**src/rtl/epv_regs.svh**
```systemverilog
// Vector addresses, source codes and reset values of the exception unit
`ifndef EPV_REGS_SVH
`define EPV_REGS_SVH

// Non-maskable vectors, highest first
`define EPV_VEC_RESET  16'hFFFE
`define EPV_VEC_CLKMON 16'hFFFC
`define EPV_VEC_WDOG   16'hFFFA
`define EPV_VEC_TRAP   16'hFFF8
`define EPV_VEC_SWI    16'hFFF6
`define EPV_VEC_NMI    16'hFFF4

// High byte shared by all maskable vectors
`define EPV_VEC_PAGE   8'hFF

// Maskable source codes, equal to the vector low byte, and the step between timer codes
`define EPV_CODE_EXT   8'hF2
`define EPV_CODE_TICK  8'hF0
`define EPV_CODE_TMR0  8'hEE
`define EPV_CODE_TSTEP 8'h02
`define EPV_CODE_TWRAP 8'hDE
`define EPV_CODE_PAOV  8'hDC
`define EPV_CODE_PAED  8'hDA
`define EPV_CODE_SSER  8'hD8
`define EPV_CODE_ASER  8'hD6
`define EPV_CODE_ADC   8'hD2
`define EPV_CODE_LINK  8'hD0
`define EPV_CODE_DCNT  8'hCC
`define EPV_CODE_PBOV  8'hCA

// Source count and slot layout
`define EPV_NSRC       19
`define EPV_IDX_W      5
`define EPV_NTMR       8
`define EPV_IDX_EXT    0
`define EPV_IDX_TMR0   2
`define EPV_IDX_TICK   1
`define EPV_IDX_TWRAP  10
`define EPV_IDX_PAOV   11
`define EPV_IDX_PAED   12
`define EPV_IDX_SSER   13
`define EPV_IDX_ASER   14
`define EPV_IDX_ADC    15
`define EPV_IDX_LINK   16
`define EPV_IDX_DCNT   17
`define EPV_IDX_PBOV   18

// Reset values
`define EPV_PRIO_RST   8'hF2
`define EPV_CCR_I_RST  1'b1
`define EPV_CCR_X_RST  1'b1
`define EPV_PIN_IDLE   2'h3

`endif

```
**src/rtl/epv_pkg.sv**
```systemverilog
// Types shared by the exception unit
package epv_pkg;

    typedef enum logic [1:0] {
        EPV_IDLE,
        EPV_RD_HI,
        EPV_RD_LO,
        EPV_WT_LO
    } epv_state_t;

    typedef logic [7:0] epv_code_t;

endpackage : epv_pkg

```
**src/rtl/epv_exception_unit.sv**
```systemverilog
// Exception prioritisation and vector fetch for the core sequencer
//
// Function
// RULE1: Every exception vector is 16 bits in the top 128 bytes.
// RULE2: Six highest vectors serve resets and non-maskables; lower ones maskable.
// RULE3: Software fills every maskable vector with a valid routine address.
// RULE4: Of several pending requests exactly one is serviced, by fixed priority.
// RULE5: Order: reset, clock monitor, watchdog, trap, software interrupt, pin.
// RULE6: Non-maskable pin is accepted only while its mask bit is 0.
// RULE7: Clock monitor reset at FFFC, gated by its enables; watchdog at FFFA.
// RULE8: Trap at FFF8, software interrupt at FFF6, non-maskable pin at FFF4.
// RULE9: Maskable requests are recognised only while the global mask is clear.
// RULE10: Global mask resets to 1 and is writable at any time.
// RULE11: Default maskable order descends by vector; code equals vector low byte.
// RULE12: Elevation select moves one source to top, others keep their order.
// RULE13: Elevated source still obeys global mask and its local enable.
// RULE14: Elevation never changes the vector supplied for a source.
// RULE15: Elevation writes count only while the global mask is set.
// RULE16: Timer wrap FFDE, pulse wrap FFDC, pulse edge FFDA, each enabled.
// RULE17: Sync serial FFD8, converter FFD2, data link FFD0, async serial FFD6.
// RULE18: Down counter FFCC, pulse B wrap FFCA, each locally enabled.
// RULE19: Vectors FF80 to FFC1 are reserved; no source requests them.
// RULE20: Vector is fetched as two bytes, high byte at the lower address.
// RULE21: Edge select 1 gives falling edges, 0 gives low level on the pin.
// RULE22: Edge mode latches the pin edge, cleared when it is serviced.
// RULE23: Service with no active source takes the trap vector.
// RULE24: Maskable request needs both its pending flag and local enable.
// RULE25: Elevation select resets to leave the default order in force.
`timescale 1ns/1ns
`include "epv_regs.svh"

module epv_exception_unit
    import epv_pkg::*;
(
    // Clock and reset
    input  wire logic                    i_clk,
    input  wire logic                    i_srst,
    // Non-maskable requests
    input  wire logic                    i_por_req,
    input  wire logic                    i_clkmon_fail,
    input  wire logic                    i_clock_monitor_enable,
    input  wire logic                    i_forced_clock_monitor_enable,
    input  wire logic                    i_wdog_fail,
    input  wire logic                    i_trap_req,
    input  wire logic                    i_swi_req,
    input  wire logic                    i_nonmaskable_request_pin_n,
    // Condition code mask bits
    input  wire logic                    i_ccr_wr,
    input  wire logic                    i_ccr_i,
    input  wire logic                    i_ccr_x,
    output logic                         o_ccr_i,
    output logic                         o_ccr_x,
    // Priority elevation select
    input  wire logic                    i_prio_wr,
    input  wire logic [7:0]              i_prio_data,
    output logic [7:0]                   o_prio_sel,
    // External request pin
    input  wire logic                    i_ext_req_pin_n,
    input  wire logic                    i_external_request_enable,
    input  wire logic                    i_edge_only_select,
    // Peripheral flags and enables, slot 1 upward
    input  wire logic [`EPV_NSRC-2:0]    i_pend,
    input  wire logic [`EPV_NSRC-2:0]    i_en,
    // Core sequencer
    input  wire logic                    i_svc_start,
    output logic                         o_pending,
    output logic [15:0]                  o_vector,
    output logic                         o_src_ack,
    output logic [`EPV_IDX_W-1:0]        o_src_idx,
    // Vector fetch
    output logic                         o_mem_rd,
    output logic [15:0]                  o_mem_addr,
    input  wire logic [7:0]              i_mem_data,
    output logic                         o_done,
    output logic [15:0]                  o_handler
);

    ////////////////////////////////////////////////////////////////////////////
    // Source code table
    localparam int NSRC = `EPV_NSRC;
    localparam int IW   = `EPV_IDX_W;

    epv_code_t code_tab [NSRC];

    // Codes stay below F4 and above C1, clear of the reserved block
    assign code_tab[`EPV_IDX_EXT] = `EPV_CODE_EXT;   // RULE11
    assign code_tab[`EPV_IDX_TICK]  = `EPV_CODE_TICK;
    assign code_tab[`EPV_IDX_TWRAP] = `EPV_CODE_TWRAP; // RULE16
    assign code_tab[`EPV_IDX_PAOV]  = `EPV_CODE_PAOV;  // RULE16
    assign code_tab[`EPV_IDX_PAED]  = `EPV_CODE_PAED;  // RULE16
    assign code_tab[`EPV_IDX_SSER]  = `EPV_CODE_SSER;  // RULE17
    assign code_tab[`EPV_IDX_ASER]  = `EPV_CODE_ASER;  // RULE17
    assign code_tab[`EPV_IDX_ADC]   = `EPV_CODE_ADC;   // RULE17
    assign code_tab[`EPV_IDX_LINK]  = `EPV_CODE_LINK;  // RULE17
    assign code_tab[`EPV_IDX_DCNT]  = `EPV_CODE_DCNT;  // RULE18
    assign code_tab[`EPV_IDX_PBOV]  = `EPV_CODE_PBOV;  // RULE18 RULE19

    genvar t;
    generate
        for (t = 0; t < `EPV_NTMR; t++) begin : g_tmr
            assign code_tab[`EPV_IDX_TMR0 + t] =
                8'(`EPV_CODE_TMR0 - t * `EPV_CODE_TSTEP); // RULE11
        end
    endgenerate

    ////////////////////////////////////////////////////////////////////////////
    // State
    logic            ccr_i_q;
    logic            ccr_x_q;
    epv_code_t       prio_q;
    logic [1:0]      nmi_sync_q;
    logic [1:0]      ext_sync_q;
    logic            ext_prev_q;
    logic            ext_lat_q;
    logic            ext_lat_d;
    epv_state_t      state_q;
    logic [15:0]     vec_q;
    logic [7:0]      hi_q;
    logic            pending_q;
    logic            src_ack_q;
    logic [IW-1:0]   src_idx_q;
    logic            mem_rd_q;
    logic [15:0]     mem_addr_q;
    logic            done_q;
    logic [15:0]     handler_q;

    ////////////////////////////////////////////////////////////////////////////
    // Pin synchronisers
    always_ff @(posedge i_clk) begin
        if (i_srst) begin
            nmi_sync_q <= `EPV_PIN_IDLE;
            ext_sync_q <= `EPV_PIN_IDLE;
            ext_prev_q <= 1'b1;
        end else begin
            nmi_sync_q <= {nmi_sync_q[0], i_nonmaskable_request_pin_n};
            ext_sync_q <= {ext_sync_q[0], i_ext_req_pin_n};
            ext_prev_q <= ext_sync_q[1];
        end
    end

    ////////////////////////////////////////////////////////////////////////////
    // External request, level or latched edge
    logic ext_fall;
    logic ext_clr;
    logic ext_req;

    assign ext_fall  = ext_prev_q & ~ext_sync_q[1];
    // Set wins over a service clear in the same cycle
    assign ext_lat_d = i_edge_only_select
                     & (ext_fall | (ext_lat_q & ~ext_clr)); // RULE22
    assign ext_req   = i_external_request_enable
                     & (i_edge_only_select ? ext_lat_q
                                           : ~ext_sync_q[1]); // RULE21

    ////////////////////////////////////////////////////////////////////////////
    // Maskable selection
    logic [NSRC-1:0] req;
    logic [NSRC-1:0] mreq;
    logic [NSRC-1:0] hit;
    logic [NSRC-1:0] dgrant;
    logic [NSRC-1:0] grant;
    logic [NSRC:0]   taken;
    epv_code_t       code_or [NSRC+1];
    logic [IW-1:0]   idx_or [NSRC+1];
    logic            any_hit;
    logic            win_any;

    assign req      = {i_pend & i_en, ext_req};              // RULE24
    assign mreq     = req & {NSRC{~ccr_i_q}};                // RULE9 RULE13
    assign any_hit  = |hit;
    assign win_any  = |mreq;
    assign grant    = any_hit ? hit : dgrant;                // RULE12
    assign taken[0] = 1'b0;
    assign code_or[0] = '0;
    assign idx_or[0]  = '0;

    genvar k;
    generate
        for (k = 0; k < NSRC; k++) begin : g_src
            assign hit[k]     = mreq[k] & (code_tab[k] == prio_q); // RULE12
            assign dgrant[k]  = mreq[k] & ~taken[k];               // RULE11
            assign taken[k+1] = taken[k] | mreq[k];
            // Vector follows the source, not its rank
            assign code_or[k+1] = code_or[k]
                                | ({8{grant[k]}} & code_tab[k]);   // RULE14
            assign idx_or[k+1]  = idx_or[k]
                                | ({IW{grant[k]}} & IW'(k));
        end
    endgenerate

    ////////////////////////////////////////////////////////////////////////////
    // Non-maskable selection and final vector
    logic        cm_req;
    logic        nmi_req;
    logic        nm_any;
    logic [15:0] sel_vec;
    logic        sel_mask;
    logic        take;

    assign cm_req  = i_clkmon_fail & (i_clock_monitor_enable
                   | i_forced_clock_monitor_enable);        // RULE7
    assign nmi_req = ~nmi_sync_q[1] & ~ccr_x_q;             // RULE6
    assign nm_any  = i_por_req | cm_req | i_wdog_fail
                   | i_trap_req | i_swi_req | nmi_req;

    // One winner, fixed order
    assign sel_vec = i_por_req   ? `EPV_VEC_RESET  :        // RULE4 RULE5
                     cm_req      ? `EPV_VEC_CLKMON :        // RULE7
                     i_wdog_fail ? `EPV_VEC_WDOG   :        // RULE7
                     i_trap_req  ? `EPV_VEC_TRAP   :        // RULE8
                     i_swi_req   ? `EPV_VEC_SWI    :        // RULE8
                     nmi_req     ? `EPV_VEC_NMI    :        // RULE8 RULE2
                     win_any     ? {`EPV_VEC_PAGE, code_or[NSRC]} : // RULE1 RULE2
                                   `EPV_VEC_TRAP;           // RULE23

    assign sel_mask = ~nm_any & win_any;
    assign take     = (state_q == EPV_IDLE) & i_svc_start;
    assign ext_clr  = take & sel_mask
                    & (idx_or[NSRC] == IW'(`EPV_IDX_EXT));  // RULE22

    ////////////////////////////////////////////////////////////////////////////
    // Mask bits and elevation select
    always_ff @(posedge i_clk) begin
        if (i_srst) begin
            ccr_i_q <= `EPV_CCR_I_RST;                      // RULE10
            ccr_x_q <= `EPV_CCR_X_RST;
            prio_q  <= `EPV_PRIO_RST;                       // RULE25
        end else begin
            if (i_ccr_wr) begin
                ccr_i_q <= i_ccr_i;                         // RULE10
                ccr_x_q <= i_ccr_x;
            end
            // Old mask value decides when both are written together
            if (i_prio_wr && ccr_i_q) begin
                prio_q <= i_prio_data;                      // RULE15
            end
        end
    end

    ////////////////////////////////////////////////////////////////////////////
    // Service sequence and two-byte fetch
    always_ff @(posedge i_clk) begin
        if (i_srst) begin
            state_q    <= EPV_IDLE;
            vec_q      <= '0;
            hi_q       <= '0;
            ext_lat_q  <= 1'b0;
            pending_q  <= 1'b0;
            src_ack_q  <= 1'b0;
            src_idx_q  <= '0;
            mem_rd_q   <= 1'b0;
            mem_addr_q <= '0;
            done_q     <= 1'b0;
            handler_q  <= '0;
        end else begin
            ext_lat_q <= ext_lat_d;
            pending_q <= nm_any | win_any;
            src_ack_q <= take & sel_mask;
            done_q    <= 1'b0;
            case (state_q)
                EPV_IDLE: begin
                    if (i_svc_start) begin
                        vec_q      <= sel_vec;
                        src_idx_q  <= idx_or[NSRC];
                        mem_addr_q <= sel_vec;              // RULE20
                        mem_rd_q   <= 1'b1;
                        state_q    <= EPV_RD_HI;
                    end
                end
                EPV_RD_HI: begin
                    mem_addr_q <= 16'(vec_q + 16'h0001);    // RULE20
                    state_q    <= EPV_RD_LO;
                end
                EPV_RD_LO: begin
                    hi_q     <= i_mem_data;                 // RULE20
                    mem_rd_q <= 1'b0;
                    state_q  <= EPV_WT_LO;
                end
                EPV_WT_LO: begin
                    handler_q <= {hi_q, i_mem_data};        // RULE20
                    done_q    <= 1'b1;
                    state_q   <= EPV_IDLE;
                end
                default: begin
                    mem_rd_q <= 1'b0;
                    state_q  <= EPV_IDLE;
                end
            endcase
        end
    end

    ////////////////////////////////////////////////////////////////////////////
    // Outputs
    assign o_ccr_i    = ccr_i_q;
    assign o_ccr_x    = ccr_x_q;
    assign o_prio_sel = prio_q;
    assign o_pending  = pending_q;
    assign o_vector   = vec_q;
    assign o_src_ack  = src_ack_q;
    assign o_src_idx  = src_idx_q;
    assign o_mem_rd   = mem_rd_q;
    assign o_mem_addr = mem_addr_q;
    assign o_done     = done_q;
    assign o_handler  = handler_q;

endmodule : epv_exception_unit

```
**config.mk**
```make
export PLATFORM = sky130hd
export DESIGN_NAME = epv_exception_unit
export DESIGN_NICKNAME = d
export VERILOG_FILES = /design/src/rtl/epv_pkg.sv /design/src/rtl/epv_exception_unit.sv
export VERILOG_INCLUDE_DIRS = /design/src /design/src/rtl
export SDC_FILE = /design/constraint.sdc
export NUM_CORES = 1
export LEC_CHECK = 0
export ABC_CLOCK_PERIOD_IN_PS = 4200
export BUFFER_PORTS_ARGS = -buffer_cell sky130_fd_sc_hd__buf_2
export CAP_MARGIN = 10
export CORE_AREA = 2 2 73 144
export CTS_BUF_LIST = sky130_fd_sc_hd__clkbuf_4 sky130_fd_sc_hd__clkbuf_8 sky130_fd_sc_hd__clkbuf_16
export CTS_CLUSTER_SIZE = 40
export DETAILED_ROUTE_END_ITERATION = 8
export DIE_AREA = 0 0 75 146
export PLACE_DENSITY = 0.67
export SLEW_MARGIN = 30
export SYNTH_ARGS = -nofsm -noshare
export SYNTH_HDL_FRONTEND = slang
export SYNTH_SLANG_ARGS = --single-unit
```
**constraint.sdc**
```tcl
create_clock -name i_clk -period 4.2 [get_ports i_clk]
set_clock_uncertainty 0.15 [all_clocks]
set_input_delay 0.63 -clock i_clk [delete_from_list [all_inputs] [get_ports i_clk]]
set_output_delay 0.63 -clock i_clk [all_outputs]
set_load 0.03 [all_outputs]
```
==> reports/qor.csv, run 1 <==
metric,value,unit
drt_pass1_iterations,8,
crit_chain,"buf_4, nand3b_1, or3_1, nand4_2, nor4_4, a21oi_1, nor4_1, nor3_1, o41ai_1",
coreArea,9760,um2
cts_tree,done,
antenna_cells,0,
end_kind,flip-flop,
dieArea,11000,um2
critical_path_class,reg -> reg,
critPathSlowestCell,dfxtp_1,
final.setup.tns,0,ps
syn_area,4140,um2
required,4270,ps
dp_hpwl,13.0,mm
slowest_delay,710,ps
ys_types,73,
crit_buf_inv,1,
viasPerCell,5.86,
clkSinkCount,66,
worst_slew_pin_slew,992,ps
worstPathArrival,3670,ps
synth_edf_count,0,
grt_pass1_vias,4432,
critPathTopFamily,simple AND/OR/NAND/NOR gates,
whs,254,ps
synth_cells,514,
rsz0062_at_grt,false,
cts_buffers,9,
power_density,522,nW/um2
grt_pass1_wl,24.4,mm
status,finished clean,
async_flop_share,0,
final_antenna_net_count,0,
drive_gt1_frac,0.286,
fp.dieW,75,um
crit_start,o_ccr_i,
fin_nets,692,
pin_count,137,
hold_buffers,0,
drc_errors,0,
gp_congestion,0.974,
routedWlPerCell,21.8,um
slew_viol_final,0,
clock.fmax,278,MHz
holdCritStartpoint,ext_sync_q[0],
wl,16.4,mm
relSlewSlack,0.329,
avgSynthCellArea,8.05,um2
rows,51,
ir_drop,0.385,mV
start_kind,flip-flop,
root_buffer,clkbuf_16,
postSynthNetCount,588,
hold_depth,1,
finalHoldViolCount,0,
r2r_start,o_ccr_i,
clk_path_buf_depth,2,
dieHeight,146,um
rr_worst_depth,9,
ys.flop_type,dfxtp_1,
critPathMaxFanout,23,
clkTransAtPathRegs,60,ps
hp-class,reg -> reg,
dr_total_vias,4427,
p_leak,2.16,nW
dr.first_iter.drc_count,243,
cap_violations,0,
grt_max_degree,56,
cts_resized,0,
yosysWarnings,0,
htreeDepth,3,
portBuffers,135,
setup_viol,0,
initial_core_util,0.424,
post-cts-setup-buffers,0,
regArea,1320,um2
gr-usage-all-layers,0.304,
gr-total-overflow,0,
ys_seq_area_frac,0.320,
period_needed,3600,ps
grt_antenna_before_repair,0,
cp.depth,9,
syn_to_final_growth,22.5,%
post-route-period-util,0.858,
clk_latency,330,ps
fillers,950,
multi_input_area,2540,um2
ys_seq_elements,66,
## layout by cell type, fill, tap and decap left out, drive strengths merged, types with 7 or more instances in the layout
master | Yosys | layout
buf | 28 | 138
dfxtp | 66 | 66
nor2 | 64 | 64
nand2 | 45 | 45
mux2i | 28 | 28
nand3 | 27 | 27
a21oi | 24 | 24
o21ai | 17 | 17
nor3 | 15 | 15
nand3b | 14 | 14
nand2b | 12 | 12
a31oi | 12 | 12
or3 | 10 | 10
clkbuf | 17 | 9
o211ai | 7 | 7
a211oi | 7 | 7
or2 | 7 | 7
nor4 | 7 | 7
nand4 | 7 | 7
## per-stage QoR
stage                     cells  instance area, um2  power (W)  utilization  setup WS [ps]
final                       755                5070    0.00264        0.519            598
after global routing        755                5070    0.00277        0.519            359
after CTS                   755                5070    0.00265        0.519            646
after detailed placement    739                4750    0.00185        0.486            698
after global placement      739                4750    0.00184        0.486            685
after floorplan             514                4140    0.00162            -           1430
## registers in the layout, summed over array words and instances (netlist names)
| name | flops |
|---|---|
| ext_lat_q | 1 |
| ext_prev_q | 1 |
| ext_sync_q | 2 |
| hi_q | 8 |
| nmi_sync_q | 2 |
| o_ccr_i | 1 |
| o_ccr_x | 1 |
| o_done | 1 |
| o_handler | 16 |
| o_mem_addr | 8 |
| o_mem_rd | 1 |
| o_pending | 1 |
| o_prio_sel | 8 |
| o_src_ack | 1 |
| o_src_idx | 5 |
| o_vector | 7 |
| state_q | 2 |
## kinds of logic (layout without fill, tap and decap cells)
kind of cell	count (synthesis)	after routing	synth area share
AO/OA/AOI/OAI	115	115	0.200
adder cells (fa/ha/maj)	4	4	0.0121
buffers and inverters	50	159	0.0651
flip-flops	66	66	0.320
multiplexers	28	28	0.0678
other	1	1	0.000907
AND/OR/NAND/NOR	250	250	0.335
## routing by layer
metal	up-vias	routed length, um	part of all wire	track usage
met5	-	0	0	0
met1	2051	5290	0.32	0.280
met3	70	859	0.052	0.0568
met2	203	8820	0.54	0.544
met4	0	1460	0.089	0.240
li1	2103	-	-	-
## synth_stat cells (5+ instances only)
cell	n	area, um2
a31oi_1	10	62.6
nand3_1	27	135
nand4_1	6	37.5
nor2_1	63	236
nor2b_1	5	31.3
buf_4	17	128
a21oi_1	23	115
nor4_1	6	37.5
nand3b_1	14	105
a211oi_1	7	52.6
nand2b_1	12	75.1
mux2i_1	28	280
nand2_1	45	169
and3b_1	5	43.8
or2_2	7	43.8
or3_1	9	56.3
clkbuf_1	16	60.1
o21ai_0	14	70.1
inv_1	5	18.8
nor3_1	14	70.1
dfxtp_1	66	1320
buf_2	7	35.0
o211ai_1	7	52.6
and2_1	5	31.3
## power by group
part	leakage, nW	switching, W	internal, W	total, W
Clock	0.151	0.000278	0.000518	0.000795
Combinational	1.47	0.000697	0.000316	0.00101
Sequential	0.541	0.0000975	0.000738	0.000836
## worst paths after layout
path	to	slack, ps
setup / recovery	o_mem_addr[2]	600
hold / removal	ext_sync_q[1]	250
setup reg to reg	o_mem_addr[2]	600
hold reg to reg	ext_sync_q[1]	250
## worst register-to-register path, cell delays in order, from the launching register on
cell,delay [ps]
dfxtp_1,710
buf_4,360
nand3b_1,290
or3_1,170
nand4_2,140
nor4_4,690
a21oi_1,310
nor4_1,260
nor3_1,140
o41ai_1,270
## cell type report
type                    count  area share
clock buffers               9      0.0444
clock inverters             7      0.0185
inverters                   5     0.00370
multi-input cells         398       0.502
flip-flops and latches     66       0.261
well taps                 132      0.0326
repair buffers            138       0.138
No activity file was read; power rests on OpenSTA's default activity.
==> run 2, diff against run 1 <==
- BUFFER_PORTS_ARGS: -buffer_cell sky130_fd_sc_hd__buf_2 -> -buffer_cell sky130_fd_sc_hd__clkbuf_2
- CTS_CLUSTER_DIAMETER: default -> 120
==> reports/qor.csv, run 2 (synthesis results as in run 1) <==
metric,value,unit,change
worst_slew_pin_slew,915,ps,-77.4 ps
status,finished clean,,
hold_buffers,0,,unchanged
clk_path_buf_depth,2,,unchanged
syn_to_final_growth,23.6,%,
power_density,523,nW/um2,+0.18%
final_common_cell,clkbuf_2,,
wl_met3,1.15,mm,+34%
clkTransAtPathRegs,60,ps,about the same
setup_viol,0,,unchanged
crit_buf_inv,1,,unchanged
dp.cells,744,,+0.68%
dr_wl_met2,8.81,mm,about the same
end_kind,flip-flop,,
rows,51,,unchanged
gp_congestion,1.03,,+5.5%
gr-total-overflow,0,,unchanged
cap_violations,0,,unchanged
clk_latency,330,ps,about the same
relSlewSlack,0.382,,+0.0529
critical_path_class,reg -> reg,,
drive_gt1_frac,0.293,,+0.00728
dieHeight,146,um,unchanged
dieArea,11000,um2,unchanged
largest_register_ffs,16,,unchanged
grt_pass1_vias,4482,,+1.1%
cts_tree,done,,
grt_antenna_before_repair,0,,unchanged
critPathSlowestCell,dfxtp_1,,
cts_buffers,9,,unchanged
final.setup.tns,0,ps,unchanged
final_cell_area,5110,um2,+0.89%
routedWlPerCell,22.0,um,+0.99%
dr.first_iter.drc_count,349,,+44%
drc_errors,0,,unchanged
final_util,0.524,,+0.00461
fp.dieW,75,um,unchanged
clkSinkCount,66,,unchanged
critPathMaxFanout,27,,+17%
wl,16.7,mm,+1.7%
viasPerCell,5.91,,+0.80%
crit_chain,"buf_4, and3b_1, nand3_1, nand2_1, nor3_1, nand3_1, a311oi_1, nor3_1, o41ai_1",,
grt_max_degree,36,,-36%
cts_resized,0,,unchanged
drt_pass1_iterations,7,,-1
finalHoldViolCount,0,,unchanged
ir_drop,0.435,mV,+13%
root_buffer,clkbuf_16,,
dr_total_vias,4492,,+1.5%
place_area,4790,um2,+0.79%
rsz0062_at_grt,false,,
worstPathArrival,3520,ps,-150 ps
dp_hpwl,13.2,mm,+1.8%
final_antenna_net_count,0,,unchanged
fin_ws,756,ps,+159 ps
p_leak,2.18,nW,+0.70%
portBuffers,135,,unchanged
slew_viol_final,0,,unchanged
clock.fmax,290,MHz,+4.6%
post-route-period-util,0.820,,-0.0378
topRoutingLayerUsed,met4,,
slowest_delay,860,ps,+150 ps
period_needed,3440,ps,-159 ps
critPathTopFamily,simple AND/OR/NAND/NOR gates,,
post-cts-setup-buffers,0,,unchanged
fin_nets,697,,+0.72%
pin_count,137,,unchanged
hp-class,reg -> reg,,
fillers,966,,+1.7%
start_kind,flip-flop,,
antenna_cells,0,,unchanged
pre_cts_slack,830,ps,+132 ps
required,4280,ps,about the same
final_cell_mix,"135 x clkbuf_2, 66 x dfxtp_1, 63 x nor2_1, 45 x nand2_1, 28 x mux2i_1",,
initial_core_util,0.424,,unchanged
m1WireLength,5.27,mm,-0.36%
grt_pass1_wl,25.0,mm,+2.5%
final_cells,760,,+0.66%
gr-usage-all-layers,0.311,,+0.00730
coreArea,9760,um2,unchanged
htreeDepth,3,,unchanged
[run 2: layout make-up]
type | instances | area [um2] | share of cell area
multi-input combinational | 398 | 2550 | 0.498
sequential | 66 | 1320 | 0.258
timing repair buffer | 143 | 736 | 0.144
clock buffer | 11 | 246 | 0.0482
tap | 132 | 165 | 0.0323
clock inverter | 5 | 77.6 | 0.0152
inverter | 5 | 18.8 | 0.00367
[run 2: final timing paths]
kind | endpoint | slack (ps) | depth (start not counted) | from
worst max-delay path | o_mem_addr[2] | 760 | 9 | o_ccr_i
worst min-delay path | nmi_sync_q[1] | 260 | 1 | nmi_sync_q[0]
worst max register to register | o_mem_addr[2] | 760 | 9 | o_ccr_i
worst min register to register | nmi_sync_q[1] | 260 | 1 | nmi_sync_q[0]
[run 2: through the flow]
stage                     power (W)  hold slack (ps)
final                       0.00267              257
after global routing        0.00279              262
after CTS                   0.00268              257
after detailed placement    0.00186              244
after global placement      0.00185              243
after floorplan             0.00162              239
[run 2: layer usage]
metal | vias to the layer above | track usage
li1 | 2113 | -
met1 | 2074 | 0.297
met2 | 233 | 0.540
met3 | 72 | 0.0706
met4 | 0 | 0.241
met5 | - | 0
[run 2: worst register-to-register path: stages (launching register included)]
cell	delay, ps
dfxtp_1	860
buf_4	280
and3b_1	260
nand3_1	190
nand2_1	180
nor3_1	580
nand3_1	190
a311oi_1	260
nor3_1	120
o41ai_1	260
[run 2: power by group]
part / switching, W / total [W] / leakage, nW / internal, W
Combinational: 0.000699 / 0.00102 / 1.48 / 0.000317
Sequential: 0.000103 / 0.000841 / 0.541 / 0.000738
Clock: 0.000275 / 0.000815 / 0.159 / 0.000540
